**src/rtl/fmcr_pkg.sv**
```systemverilog
// Package: register map, field positions, reset values and timing counts
package fmcr_pkg;
    // ------------------------------------------------------------
    // Register offsets
    // ------------------------------------------------------------
    localparam logic [7:0] FAN_START_TEMP_CTRL1_OFS      = 8'h36;
    localparam logic [7:0] FAN_START_TEMP_ADJ_CYCLE_OFS  = 8'h37;
    localparam logic [7:0] MON_GLOBAL_CFG_OFS  = 8'h40;
    // ------------------------------------------------------------
    // Reset values
    // ------------------------------------------------------------
    localparam logic [7:0] FAN_START_TEMP_CTRL1_RST      = 8'h00;
    localparam logic [7:0] FAN_START_TEMP_ADJ_CYCLE_RST  = 8'h00;
    localparam logic [7:0] MON_GLOBAL_CFG_RST  = 8'h00;
    localparam logic [7:0] RSVD_READ_VAL       = 8'h00;
    localparam logic [7:0] CTRL1_RSVD_MASK     = 8'h02;
    // ------------------------------------------------------------
    // Field positions
    // ------------------------------------------------------------
    localparam int REMOTE_A_LSB   = 0;
    localparam int LOCAL_LSB      = 3;
    localparam int REMOTE_B_LSB   = 6;
    localparam int CTRL1_RB_MSB   = 0;
    localparam int CFG_RUN        = 0;
    localparam int CFG_LOCK       = 1;
    localparam int CFG_READY      = 2;
    localparam int CFG_FANS_MAX   = 3;
    localparam int CFG_RSVD       = 4;
    localparam int CFG_SPIN_BYP   = 5;
    localparam int CFG_TO_OFF     = 6;
    localparam int CFG_VCC_5V     = 7;
    // ------------------------------------------------------------
    // Timing
    // ------------------------------------------------------------
    localparam int CLK_HZ          = 100_000_000;
    localparam int MON_CYCLE_US    = 125000;
    localparam int MON_CYCLE_CLKS  = (CLK_HZ / 1_000_000) * MON_CYCLE_US;
    localparam int DEC_BASE_CYCLES = 4;
    localparam int READY_DELAY_US  = 100;
    localparam int READY_CLKS      = (CLK_HZ / 1_000_000) * READY_DELAY_US;
endpackage : fmcr_pkg

```
**src/rtl/fmcr_adj_timer.sv**
```systemverilog
// Per-channel adjustment delay timer
`timescale 1ns/1ps
module fmcr_adj_timer #(
    parameter int CNT_W = 11
) (
    input  wire logic       mclk_in,
    input  wire logic       rst_in,
    input  wire logic       cycle_tick_in,
    input  wire logic [2:0] code_in,
    input  wire logic       dir_up_in,
    input  wire logic       adjusted_in,
    output logic            due_out
);
    // Elaboration check: the longest increase delay needs 11 bits
    if (CNT_W < 11) begin : g_bad_cnt_w
        $error("CNT_W too small for 1024 cycles");
    end

    logic [CNT_W-1:0] cnt_r;
    logic [CNT_W-1:0] dec_lim;
    logic [CNT_W-1:0] lim;

    // Decrease delay 4 << code, increase delay twice that
    assign dec_lim = CNT_W'(fmcr_pkg::DEC_BASE_CYCLES) << code_in;
    assign lim     = dir_up_in ? (dec_lim << 1) : dec_lim;

    // Counter restarts after each adjustment, saturates at its limit
    always_ff @(posedge mclk_in or posedge rst_in) begin
        if (rst_in) begin
            cnt_r   <= '0;
            due_out <= 1'b0;
        end else begin
            if (adjusted_in) begin
                cnt_r <= '0;
            end else if (cycle_tick_in && cnt_r < lim) begin
                cnt_r <= cnt_r + 1'b1;
            end
            due_out <= !adjusted_in && (cnt_r >= lim);
        end
    end
endmodule : fmcr_adj_timer

```
**src/rtl/fmcr_regs.sv**
```systemverilog
// Configuration register bank with lock, ready and adjustment timers
`timescale 1ns/1ps
module fmcr_regs #(
    parameter int MON_CYCLE_CLKS = fmcr_pkg::MON_CYCLE_CLKS,
    parameter int READY_CLKS     = fmcr_pkg::READY_CLKS,
    parameter int CNT_W          = 11
) (
    input  wire logic       mclk_in,
    input  wire logic       rst_in,
    input  wire logic       reg_wr_in,
    input  wire logic       reg_rd_in,
    input  wire logic [7:0] reg_addr_in,
    input  wire logic [7:0] reg_wdata_in,
    input  wire logic [2:0] adj_dir_up_in,
    input  wire logic [2:0] adj_done_in,
    output logic [7:0]      reg_rdata_out,
    output logic [2:0]      remote_a_cycle_code_out,
    output logic [2:0]      local_cycle_code_out,
    output logic [2:0]      remote_b_cycle_code_out,
    output logic            use_programmed_limits_out,
    output logic            limits_locked_out,
    output logic            monitor_ready_out,
    output logic            fans_max_override_out,
    output logic            spinup_pulse_bypass_out,
    output logic            bus_timeout_off_out,
    output logic            vcc_5v_scale_out,
    output logic            monitor_tick_out,
    output logic [2:0]      adj_due_out
);
    // ------------------------------------------------------------
    // Elaboration checks
    // ------------------------------------------------------------
    if (MON_CYCLE_CLKS < 2) begin : g_bad_cycle
        $error("MON_CYCLE_CLKS must be at least 2");
    end
    if (READY_CLKS < 1) begin : g_bad_ready
        $error("READY_CLKS must be at least 1");
    end

    localparam int TICK_W = $clog2(MON_CYCLE_CLKS);
    localparam int RDY_W  = $clog2(READY_CLKS + 1);

    // ------------------------------------------------------------
    // Storage
    // ------------------------------------------------------------
    logic [7:0]        cycle_r;
    logic [7:0]        ctrl1_r;
    logic              run_r;
    logic              lock_r;
    logic              ready_r;
    logic              fans_max_r;
    logic              spin_byp_r;
    logic              to_off_r;
    logic              vcc5_r;
    logic [TICK_W-1:0] tick_cnt_r;
    logic [RDY_W-1:0]  rdy_cnt_r;
    logic [7:0]        rdata_nxt;

    // ------------------------------------------------------------
    // Address decode and write qualifiers
    // ------------------------------------------------------------
    wire hit_cycle = reg_addr_in == fmcr_pkg::FAN_START_TEMP_ADJ_CYCLE_OFS;
    wire hit_ctrl1 = reg_addr_in == fmcr_pkg::FAN_START_TEMP_CTRL1_OFS;
    wire hit_cfg   = reg_addr_in == fmcr_pkg::MON_GLOBAL_CFG_OFS;
    // Locked writes are dropped silently, except the fans-max bit, as the host gets no error path
    wire wr_cycle  = reg_wr_in && hit_cycle && !lock_r;
    wire wr_ctrl1  = reg_wr_in && hit_ctrl1 && !lock_r;
    wire wr_cfg    = reg_wr_in && hit_cfg;
    wire wr_cfg_lk = wr_cfg && !lock_r;

    // Assembled configuration readback, reserved bit fixed
    wire [7:0] cfg_view = {vcc5_r, to_off_r, spin_byp_r,
                           fmcr_pkg::RSVD_READ_VAL[0],
                           fans_max_r, ready_r, lock_r, run_r};

    // Read mux, unmapped offsets read as zero
    assign rdata_nxt = hit_cycle ? cycle_r :
                       hit_ctrl1 ? (ctrl1_r & ~fmcr_pkg::CTRL1_RSVD_MASK) :
                       hit_cfg   ? cfg_view : 8'h00;

    // ------------------------------------------------------------
    // Cycle code register and control register 1
    // ------------------------------------------------------------
    always_ff @(posedge mclk_in or posedge rst_in) begin
        if (rst_in) begin
            cycle_r <= fmcr_pkg::FAN_START_TEMP_ADJ_CYCLE_RST;
            ctrl1_r <= fmcr_pkg::FAN_START_TEMP_CTRL1_RST;
        end else begin
            if (wr_cycle) cycle_r <= reg_wdata_in;
            if (wr_ctrl1) ctrl1_r <= reg_wdata_in & ~fmcr_pkg::CTRL1_RSVD_MASK;
        end
    end

    // ------------------------------------------------------------
    // Global configuration bits
    // ------------------------------------------------------------
    always_ff @(posedge mclk_in or posedge rst_in) begin
        if (rst_in) begin
            run_r      <= fmcr_pkg::MON_GLOBAL_CFG_RST[fmcr_pkg::CFG_RUN];
            lock_r     <= fmcr_pkg::MON_GLOBAL_CFG_RST[fmcr_pkg::CFG_LOCK];
            fans_max_r <= fmcr_pkg::MON_GLOBAL_CFG_RST[fmcr_pkg::CFG_FANS_MAX];
            spin_byp_r <= fmcr_pkg::MON_GLOBAL_CFG_RST[fmcr_pkg::CFG_SPIN_BYP];
            to_off_r   <= fmcr_pkg::MON_GLOBAL_CFG_RST[fmcr_pkg::CFG_TO_OFF];
            vcc5_r     <= fmcr_pkg::MON_GLOBAL_CFG_RST[fmcr_pkg::CFG_VCC_5V];
        end else begin
            if (wr_cfg_lk) begin
                run_r      <= reg_wdata_in[fmcr_pkg::CFG_RUN];
                spin_byp_r <= reg_wdata_in[fmcr_pkg::CFG_SPIN_BYP];
                to_off_r   <= reg_wdata_in[fmcr_pkg::CFG_TO_OFF];
                vcc5_r     <= reg_wdata_in[fmcr_pkg::CFG_VCC_5V];
                // Write-once: only a reset (power cycle) can clear it
                if (reg_wdata_in[fmcr_pkg::CFG_LOCK]) lock_r <= 1'b1;
            end
            if (wr_cfg) fans_max_r <= reg_wdata_in[fmcr_pkg::CFG_FANS_MAX];
        end
    end

    // ------------------------------------------------------------
    // Power-up ready delay
    // ------------------------------------------------------------
    always_ff @(posedge mclk_in or posedge rst_in) begin
        if (rst_in) begin
            rdy_cnt_r <= '0;
            ready_r   <= 1'b0;
        end else if (!ready_r) begin
            rdy_cnt_r <= rdy_cnt_r + 1'b1;
            ready_r   <= rdy_cnt_r == RDY_W'(READY_CLKS - 1);
        end
    end

    // ------------------------------------------------------------
    // Monitoring-cycle enable divider
    // ------------------------------------------------------------
    wire tick_wrap = tick_cnt_r == TICK_W'(MON_CYCLE_CLKS - 1);

    always_ff @(posedge mclk_in or posedge rst_in) begin
        if (rst_in) begin
            tick_cnt_r       <= '0;
            monitor_tick_out <= 1'b0;
        end else begin
            tick_cnt_r       <= tick_wrap ? '0 : tick_cnt_r + 1'b1;
            // Cycles only count while monitoring runs on programmed limits
            monitor_tick_out <= tick_wrap && ready_r && run_r;
        end
    end

    // ------------------------------------------------------------
    // Channel codes and adjustment timers
    // ------------------------------------------------------------
    wire [2:0] code_a = cycle_r[fmcr_pkg::REMOTE_A_LSB +: 3];
    wire [2:0] code_l = cycle_r[fmcr_pkg::LOCAL_LSB +: 3];
    wire [2:0] code_b = {ctrl1_r[fmcr_pkg::CTRL1_RB_MSB],
                         cycle_r[fmcr_pkg::REMOTE_B_LSB +: 2]};
    wire [8:0] codes  = {code_b, code_l, code_a};

    genvar g;
    generate
        for (g = 0; g < 3; g++) begin : g_chan
            fmcr_adj_timer #(.CNT_W(CNT_W)) u_timer (
                .mclk_in       (mclk_in),
                .rst_in        (rst_in),
                .cycle_tick_in (monitor_tick_out),
                .code_in       (codes[3*g +: 3]),
                .dir_up_in     (adj_dir_up_in[g]),
                .adjusted_in   (adj_done_in[g]),
                .due_out       (adj_due_out[g])
            );
        end
    endgenerate

    // ------------------------------------------------------------
    // Registered outputs
    // ------------------------------------------------------------
    always_ff @(posedge mclk_in or posedge rst_in) begin
        if (rst_in) begin
            reg_rdata_out             <= 8'h00;
            remote_a_cycle_code_out   <= 3'h0;
            local_cycle_code_out      <= 3'h0;
            remote_b_cycle_code_out   <= 3'h0;
            use_programmed_limits_out <= 1'b0;
            limits_locked_out         <= 1'b0;
            monitor_ready_out         <= 1'b0;
            fans_max_override_out     <= 1'b0;
            spinup_pulse_bypass_out   <= 1'b0;
            bus_timeout_off_out       <= 1'b0;
            vcc_5v_scale_out          <= 1'b0;
        end else begin
            if (reg_rd_in) reg_rdata_out <= rdata_nxt;
            remote_a_cycle_code_out   <= code_a;
            local_cycle_code_out      <= code_l;
            remote_b_cycle_code_out   <= code_b;
            // Limits stay stored; this only selects which set applies
            use_programmed_limits_out <= run_r;
            limits_locked_out         <= lock_r;
            monitor_ready_out         <= ready_r;
            fans_max_override_out     <= fans_max_r;
            spinup_pulse_bypass_out   <= spin_byp_r;
            bus_timeout_off_out       <= to_off_r;
            vcc_5v_scale_out          <= vcc5_r;
        end
    end
endmodule : fmcr_regs

```
**config.mk**
```make
export PLATFORM = sky130hd
export DESIGN_NAME = fmcr_regs
export DESIGN_NICKNAME = d
export VERILOG_FILES = /design/src/rtl/fmcr_pkg.sv /design/src/rtl/fmcr_adj_timer.sv /design/src/rtl/fmcr_regs.sv
export SDC_FILE = /design/constraint.sdc
export NUM_CORES = 1
export LEC_CHECK = 0
export ABC_AREA = 1
export BUFFER_PORTS_ARGS = -buffer_cell sky130_fd_sc_hd__clkbuf_2
export CORE_MARGIN = 2
export CORE_UTILIZATION = 35
export DETAILED_ROUTE_END_ITERATION = 6
export GPL_TIMING_DRIVEN = 0
export MAX_ROUTING_LAYER = met4
export SLEW_MARGIN = 25
export SYNTH_ARGS = -nofsm -noshare
export SYNTH_HDL_FRONTEND = slang
export SYNTH_SLANG_ARGS = --single-unit
export TNS_END_PERCENT = 100
```
**constraint.sdc**
```tcl
create_clock -name mclk_in -period 4.6 [get_ports mclk_in]
set_clock_uncertainty 0.2 [all_clocks]
set_input_delay 0.69 -clock mclk_in [delete_from_list [all_inputs] [get_ports mclk_in]]
set_output_delay 0.69 -clock mclk_in [all_outputs]
set_load 0.05 [all_outputs]
```
==> results of run 1 <==
[kinds of logic after synthesis]
group,after synthesis
buffers and inverters,146
flip-flops,121
AND/OR/NAND/NOR,592
adder cells (fa/ha/maj),35
AO/OA/AOI/OAI,72
XOR/XNOR,29
[report_power, final]
group          switching, mW  leakage, nW  internal [mW]
Combinational          0.109         2.30         0.0484
Sequential            0.0160         1.64           1.08
Clock                  0.475        0.245          0.691
[worst max-delay path, cell delays in order, from the launching register on]
cell,delay (ns)
dfrtp_1,0.36
clkbuf_1,0.32
inv_1,0.15
nor3_1,0.25
o21ai_0,0.13
ha_1,0.28
nand2_1,0.08
inv_1,0.05
a21oi_1,0.23
nand4_1,0.21
nand2_1,0.12
buf_2,0.23
nand2_1,0.08
nand2_1,0.06
[flip-flops by register name, summed over array words and instances (netlist names), 3 cells and up]
| signal | flops |
|---|---|
| remote_a_cycle_code_out | 3 |
| local_cycle_code_out | 3 |
| cycle_r | 8 |
| g_chan.u_timer.cnt_r | 33 |
| g_chan.u_timer.due_out | 3 |
| tick_cnt_r | 24 |
| rdy_cnt_r | 14 |
| reg_rdata_out | 8 |
| ctrl1_r | 7 |
| remote_b_cycle_code_out | 3 |
[routing by layer]
metal,track usage (%),vias to the layer above,wire [µm]
met1,23.9,2881,8770
li1,-,3328,-
met5,-,-,0
met3,3.15,24,633
met2,26.2,117,7650
met4,5.62,0,235
[cell usage in the layout, fill, tap and decap left out, drive strengths merged, types with 19 or more instances in the layout]
| cell | instances |
|---|---|
| clkbuf | 90 |
| nand2 | 295 |
| ha | 35 |
| dfrtp | 121 |
| inv | 114 |
| nor2 | 122 |
| nand3 | 104 |
| o21ai | 53 |
| nand4 | 26 |
| xor2 | 19 |
| nor3 | 35 |
[metrics by stage]
| step | instance area, µm² | power [mW] | util, % | cells |
|---|---|---|---|---|
| 6_report | 8470 | 2.42 | 41.5 | 1349 |
| 2_1_floorplan | 7330 | 1.22 | - | 995 |
| 4_1_cts | 8470 | 2.45 | 41.5 | 1349 |
| 5_1_grt | 8470 | 2.52 | 41.5 | 1349 |
| 3_3_place_gp | 7930 | 1.27 | 38.8 | 1317 |
| 3_5_place_dp | 7970 | 1.27 | 39.0 | 1318 |
[worst paths after layout]
| kind | start | to | slack, ns | depth (start not counted) |
|---|---|---|---|---|
| max in group asynchronous | rst_in | g_chan[0].u_timer.cnt_r[4]$_DFFE_PP0P_ | 3.46 | 3 |
| hold reg to reg | cycle_r[5]$_DFFE_PP0P_ | local_cycle_code_out[2]$_DFF_PP0_ | 0.17 | 0 |
| hold / removal | rst_in | tick_cnt_r[1]$_DFF_PP0_ | 0.12 | 2 |
| setup reg to reg | ctrl1_r[0]$_DFFE_PP0P_ | g_chan[2].u_timer.cnt_r[7]$_DFFE_PP0P_ | 1.78 | 13 |
| min in group mclk_in | cycle_r[5]$_DFFE_PP0P_ | local_cycle_code_out[2]$_DFF_PP0_ | 0.17 | 0 |
| setup / recovery | ctrl1_r[0]$_DFFE_PP0P_ | g_chan[2].u_timer.cnt_r[7]$_DFFE_PP0P_ | 1.78 | 13 |
[area by class of cell]
cell class	instances	area [µm²]
fillers	2095	12000
multi-input cells	728	3710
flip-flops and latches	121	3030
clock buffers	22	454
inverters	116	443
well taps	270	338
repair buffers	53	288
plain buffers	30	159
clock inverters	9	52.6
==> flow_metrics.tcl, run 1 <==
set metrics [dict create \
    status "finished, final reports clean" \
    synthXorXnorAreaFrac_pct 3.46 \
    area_growth_pct 15.5 \
    setup_viol 0 \
    wire_per_inst_um 12.8 \
    yosys.cell_types.count 34 \
    floorplan.rows 52 \
    rsz0062_at_grt "false" \
    post_drt_via_cell_ratio 4.71 \
    drv_cap 0 \
    syn_area_per_cell_um2 7.37 \
    start_util_pct 35.9 \
    fp.dieArea_mm2 0.0221 \
    hold_path_class "in -> async" \
    fin_crit_ns 2.82 \
    fmax_mhz 354 \
    dp_hpwl_um 12600 \
    pre_cts_ws_ns 1.79 \
    clk_latency_ns 0.42 \
    p_per_area_mw_per_mm2 285 \
    async_flop_share_pct 100 \
    worst_pin_slew_ns 0.517 \
    crit_fanout 10 \
    synthSimpleGateAreaFrac_pct 35.3 \
    synthCells 995 \
    ys_seq_elements 121 \
    synth_nets 1056 \
    cp-end-kind "flip-flop" \
    portBuffers 52 \
    fin_nets 1128 \
    worstPathRequired_ns 4.75 \
    yosys-mux-area-fraction_pct 0 \
    worstPathArrival_ns 2.98 \
    cts_buffers 17 \
    synth.top_cells.by_count "nand2_1, dfrtp_1, nor2_1" \
    grt_usage_pct 17.4 \
    h-tree-depth 4 \
    fp.dieH_um 149 \
    postCtsHoldBufs 0 \
    synth_enable_flop_cells 0 \
    synth_area_leader_cell "dfrtp_1" \
    period_share_pct 61.4 \
    postCtsSetupRepairBufs 0 \
    fin_setup_tns_ns 0 \
    ctsLongestPathBuffers 2 \
    synth_top_area_share_pct 41.3 \
    timing.final.hold_violations 0 \
    dieWidth_um 149 \
    synth_top_family_by_area "simple AND/OR/NAND/NOR gates" \
    whs_ns 0.118 \
    drcViolationCount 0 \
    cts_resized 0 \
    path_clk_slew_ns 0.05 \
    synth-adder-area-share_pct 5.97 \
    slew_viol_final 0 \
    core_area_mm2 0.0204 \
    drive_gt1_share_pct 12.6 \
    syn-cell-area_mm2 0.00733 \
    grt_max_degree 68 \
    synth_compound_area_share_pct 5.83 \
    root_buffer "clkbuf_16" \
    slew_headroom_pct 65.4 \
    leakagePower_nw 4.19 \
    synthFlopType "dfrtp_1" \
    peakVddDrop_mv 0.241 \
    start_kind "flip-flop" \
    grt_pass1_wl_um 29700 \
    finalWorstSetupSlack_ns 1.78 \
    n_antenna_cell 0 \
    crit_type "reg -> reg" \
    cts_tree "done" \
    detailedRoute.firstPassIterationCount 5 \
    wirelength_um 17300 \
    overflow 0 \
    drtIter0Drc 462 \
    ys_seq_area_share_pct 41.3 \
    ios 54 \
    antenna_found_initial 0 \
    grt_pass1_vias 6065 \
    antenna_left 0 \
    gp_congestion 0.921 \
    synth.most_common_cell "nand2_1" \
    yosysWarnings 0 \
    cts.sinks 121 \
    ys_top_cells_by_area "dfrtp_1, nand2_1, nand3_1, ha_1, nor2_1" \
    vias 6350 \
]
Note: power is estimated with default switching activity, not from simulation.
==> run 2: changes to the inputs <==
Settings changed: ABC_AREA 1 to 0.
Clock period 4.6 ns to 2.7 ns, I/O delays scaled along.
==> run 2 against run 1 <==
Compared with the run above:
- global-route usage is 1.3 points lower
- core utilization is 3.2 points higher
- sequential power is 73% higher
- total power is 89% higher
- die area is 13% lower
- cell count is 30% lower
- synthesized cell count is 38% lower
- critical path depth is 2 lower
- worst hold slack worse by 0.067 ns
- maximum frequency is 5.1% higher
- largest cell class unchanged
- largest power group unchanged
- highest routed layer unchanged
==> flow_metrics.tcl, run 2 <==
set metrics [dict create \
    period_share_pct 99.5 \
    cts_tree "done" \
    syn-cell-area_mm2 0.00632 \
    timing.rr.end "g_chan[2].u_timer.cnt_r[8]$_DFFE_PP0P_" \
    crit_top_cell "buf_4" \
    syn_area_per_cell_um2 10.3 \
    vias 4905 \
    min_from "reg_wdata_in[1]" \
    drcViolationCount 0 \
    synthFlopType "dfrtp_1" \
    worstPathRequired_ns 2.80 \
    root_buffer "clkbuf_16" \
    largest_register "g_chan.u_timer.cnt_r" \
    synth_nets 674 \
    status "finished, final reports clean" \
    antenna_found_initial 0 \
    fp.dieArea_mm2 0.0191 \
    worstHoldPathCells 2 \
    cp-end-kind "flip-flop" \
    final_cell_mix "dfrtp_1, nor2_1, nand2_1" \
    yosys.cell_types.count 51 \
    ctsLongestPathBuffers 2 \
    slew_headroom_pct 58.3 \
    timing.final.hold_violations 0 \
    fin_crit_ns 2.69 \
    crit_fanout 5 \
    drive_gt1_share_pct 27.1 \
    ios 54 \
    cts_buffers 17 \
    synthXorXnorAreaFrac_pct 5.68 \
    core_area_mm2 0.0178 \
    drv_cap 0 \
    overflow 0 \
    critPathBufInv 3 \
    path_clk_slew_ns 0.05 \
    clk_latency_ns 0.42 \
    ys_seq_elements 121 \
    grt_max_degree 33 \
    synth.top_cells.by_count "dfrtp_1, nor2_1, nand2_1" \
    grt_usage_pct 16.1 \
    setup_viol 0 \
    path_delay_family "compound AO/OA/AOI/OAI gates" \
    yosys-mux-area-fraction_pct 6.46 \
    grt_pass1_vias 5050 \
    area_growth_pct 26.1 \
    synth-adder-area-share_pct 6.93 \
    portBuffers 48 \
    synth_compound_area_share_pct 8.26 \
    n_antenna_cell 0 \
    num-fill-cells 1606 \
    crit_type "reg -> reg" \
    rsz0062_at_grt "true" \
    start_util_pct 35.4 \
    grt_pass1_wl_um 24200 \
    yosysWarnings 0 \
    antenna_left 0 \
    fmax_mhz 372 \
    worstHoldEndpoint "lock_r$_DFFE_PP0P_" \
    synth_area_leader_cell "dfrtp_1" \
    leakagePower_nw 3.62 \
    reg2reg_slack_ns 0.01 \
    detailedRoute.firstPassIterationCount 4 \
    worstPathArrival_ns 2.79 \
    wirelength_um 14600 \
    synth_top_area_share_pct 47.9 \
    slew_viol_final 0 \
    synth_top_family_by_area "simple AND/OR/NAND/NOR gates" \
    synthCells 613 \
    p_per_area_mw_per_mm2 575 \
    critPathSlowestCell "dfrtp_2" \
    h-tree-depth 4 \
    start_kind "flip-flop" \
    slowest_delay_ns 0.45 \
    top_regs "g_chan.u_timer.cnt_r (33), tick_cnt_r (24), rdy_cnt_r (14)" \
    fin_nets 764 \
    largest_register_ffs 33 \
    gp_congestion 0.853 \
    dp_hpwl_um 10100 \
    synthSimpleGateAreaFrac_pct 21.8 \
    path_cells "buf_4 -> o21ai_2 -> nand2_1 -> ha_4 -> a21oi_2 -> o211ai_1 -> buf_4 -> nor4b_4 -> buf_4 -> a21oi_2 -> a31o_2" \
    async_flop_share_pct 100 \
    ys_seq_area_share_pct 47.9 \
    fp.dieH_um 138 \
    reg2regPathDepth 11 \
    cts.sinks 121 \
    final_common_cell "dfrtp_1" \
    peakVddDrop_mv 0.403 \
    floorplan.rows 49 \
    drtIter0Drc 277 \
    synth.most_common_cell "dfrtp_1" \
    fin_setup_tns_ns 0 \
    final_cell_area_mm2 0.00797 \
    dpl-instance-area_mm2 0.00695 \
    hold_path_class "in -> reg" \
    wire_per_inst_um 15.4 \
    dieWidth_um 138 \
    post_drt_via_cell_ratio 5.20 \
    reg2reg_from "cycle_r[6]$_DFFE_PP0P_" \
    worst_pin_slew_ns 0.624 \
    ys_top_cells_by_area "dfrtp_1, ha_1, mux2_2, nor2_1, xnor2_1" \
    synth_enable_flop_cells 0 \
]
-- run 2: cell families (layout without fill, tap and decap cells) --
logic type / after synthesis / count (layout)
buffers and inverters: 43 / 145
AO/OA/AOI/OAI: 78 / 78
XOR/XNOR: 41 / 41
adder cells (fa/ha/maj): 35 / 35
AND/OR/NAND/NOR: 258 / 258
flip-flops: 121 / 121
multiplexers: 37 / 37
-- run 2: worst max-delay path by stage --
stage                           start                                       to  slack [ns]  depth (start not counted)
3_5_place_dp   cycle_r[2]$_DFFE_PP0P_   g_chan[0].u_timer.cnt_r[5]$_DFFE_PP0P_       -0.42                          9
4_1_cts        cycle_r[6]$_DFFE_PP0P_  g_chan[2].u_timer.cnt_r[10]$_DFFE_PP0P_       0.004                          8
3_3_place_gp         adj_dir_up_in[2]   g_chan[2].u_timer.cnt_r[7]$_DFFE_PP0P_       -0.30                         10
5_1_grt        cycle_r[6]$_DFFE_PP0P_  g_chan[2].u_timer.cnt_r[10]$_DFFE_PP0P_       -0.07                         10
6_report       cycle_r[6]$_DFFE_PP0P_   g_chan[2].u_timer.cnt_r[8]$_DFFE_PP0P_        0.01                         11
2_1_floorplan        adj_dir_up_in[2]   g_chan[2].u_timer.cnt_r[7]$_DFFE_PP0P_      -0.003                         10
-- run 2: what timing repair did --
item	in CTS	in global routing
pin swaps	7	9
hold endpoints to repair	27	0
resized for setup	18	36
hold buffers	1	0
endpoints found under the setup margin	34	30
setup buffers	9	18
gates cloned	0	0
-- run 2: per-layer routing --
metal	track usage (%)	share of wire [%]	up-vias
met5	-	0	-
met4	7.04	2.0	0
met3	3.08	4.3	22
met2	25.3	48	104
met1	20.2	45	2428
li1	-	-	2351
-- run 2: worst reg2reg max path: cells and delay by family (launching register included) --
kind | cells | cell delay (ns)
flops | 1 | 0.45
compound gates | 5 | 0.67
fa+ha+maj | 1 | 0.24
simple gates | 2 | 0.46
buf+inv | 3 | 0.55
-- run 2: cell type report --
cell class | count | area (µm²) | area share (%)
well taps | 229 | 287 | 3.60
repair buffers | 80 | 577 | 7.24
clock inverters | 7 | 115 | 1.44
inverters | 15 | 60.1 | 0.754
flip-flops and latches | 121 | 3040 | 38.1
plain buffers | 19 | 101 | 1.27
clock buffers | 24 | 492 | 6.17
multi-input cells | 449 | 3300 | 41.4
-- run 2: report_power, final --
| group | switching, mW | internal (mW) | total [mW] |
|---|---|---|---|
| clock | 0.785 | 1.54 | 2.33 |
| sequential | 0.0342 | 1.85 | 1.89 |
| combinational | 0.238 | 0.127 | 0.365 |
-- run 2: through the flow --
step	setup WS, ns	power (mW)	util [%]	hold slack, ns	cells
floorplan	-0.00293	2.12	-	0.152	613
global placement	-0.301	2.21	38.4	0.159	890
detailed placement	-0.421	2.24	39.0	0.159	894
CTS	0.00421	4.59	43.1	0.0363	926
global route	-0.0734	4.74	44.7	0.0586	944
finish	0.0137	4.58	44.7	0.0515	944
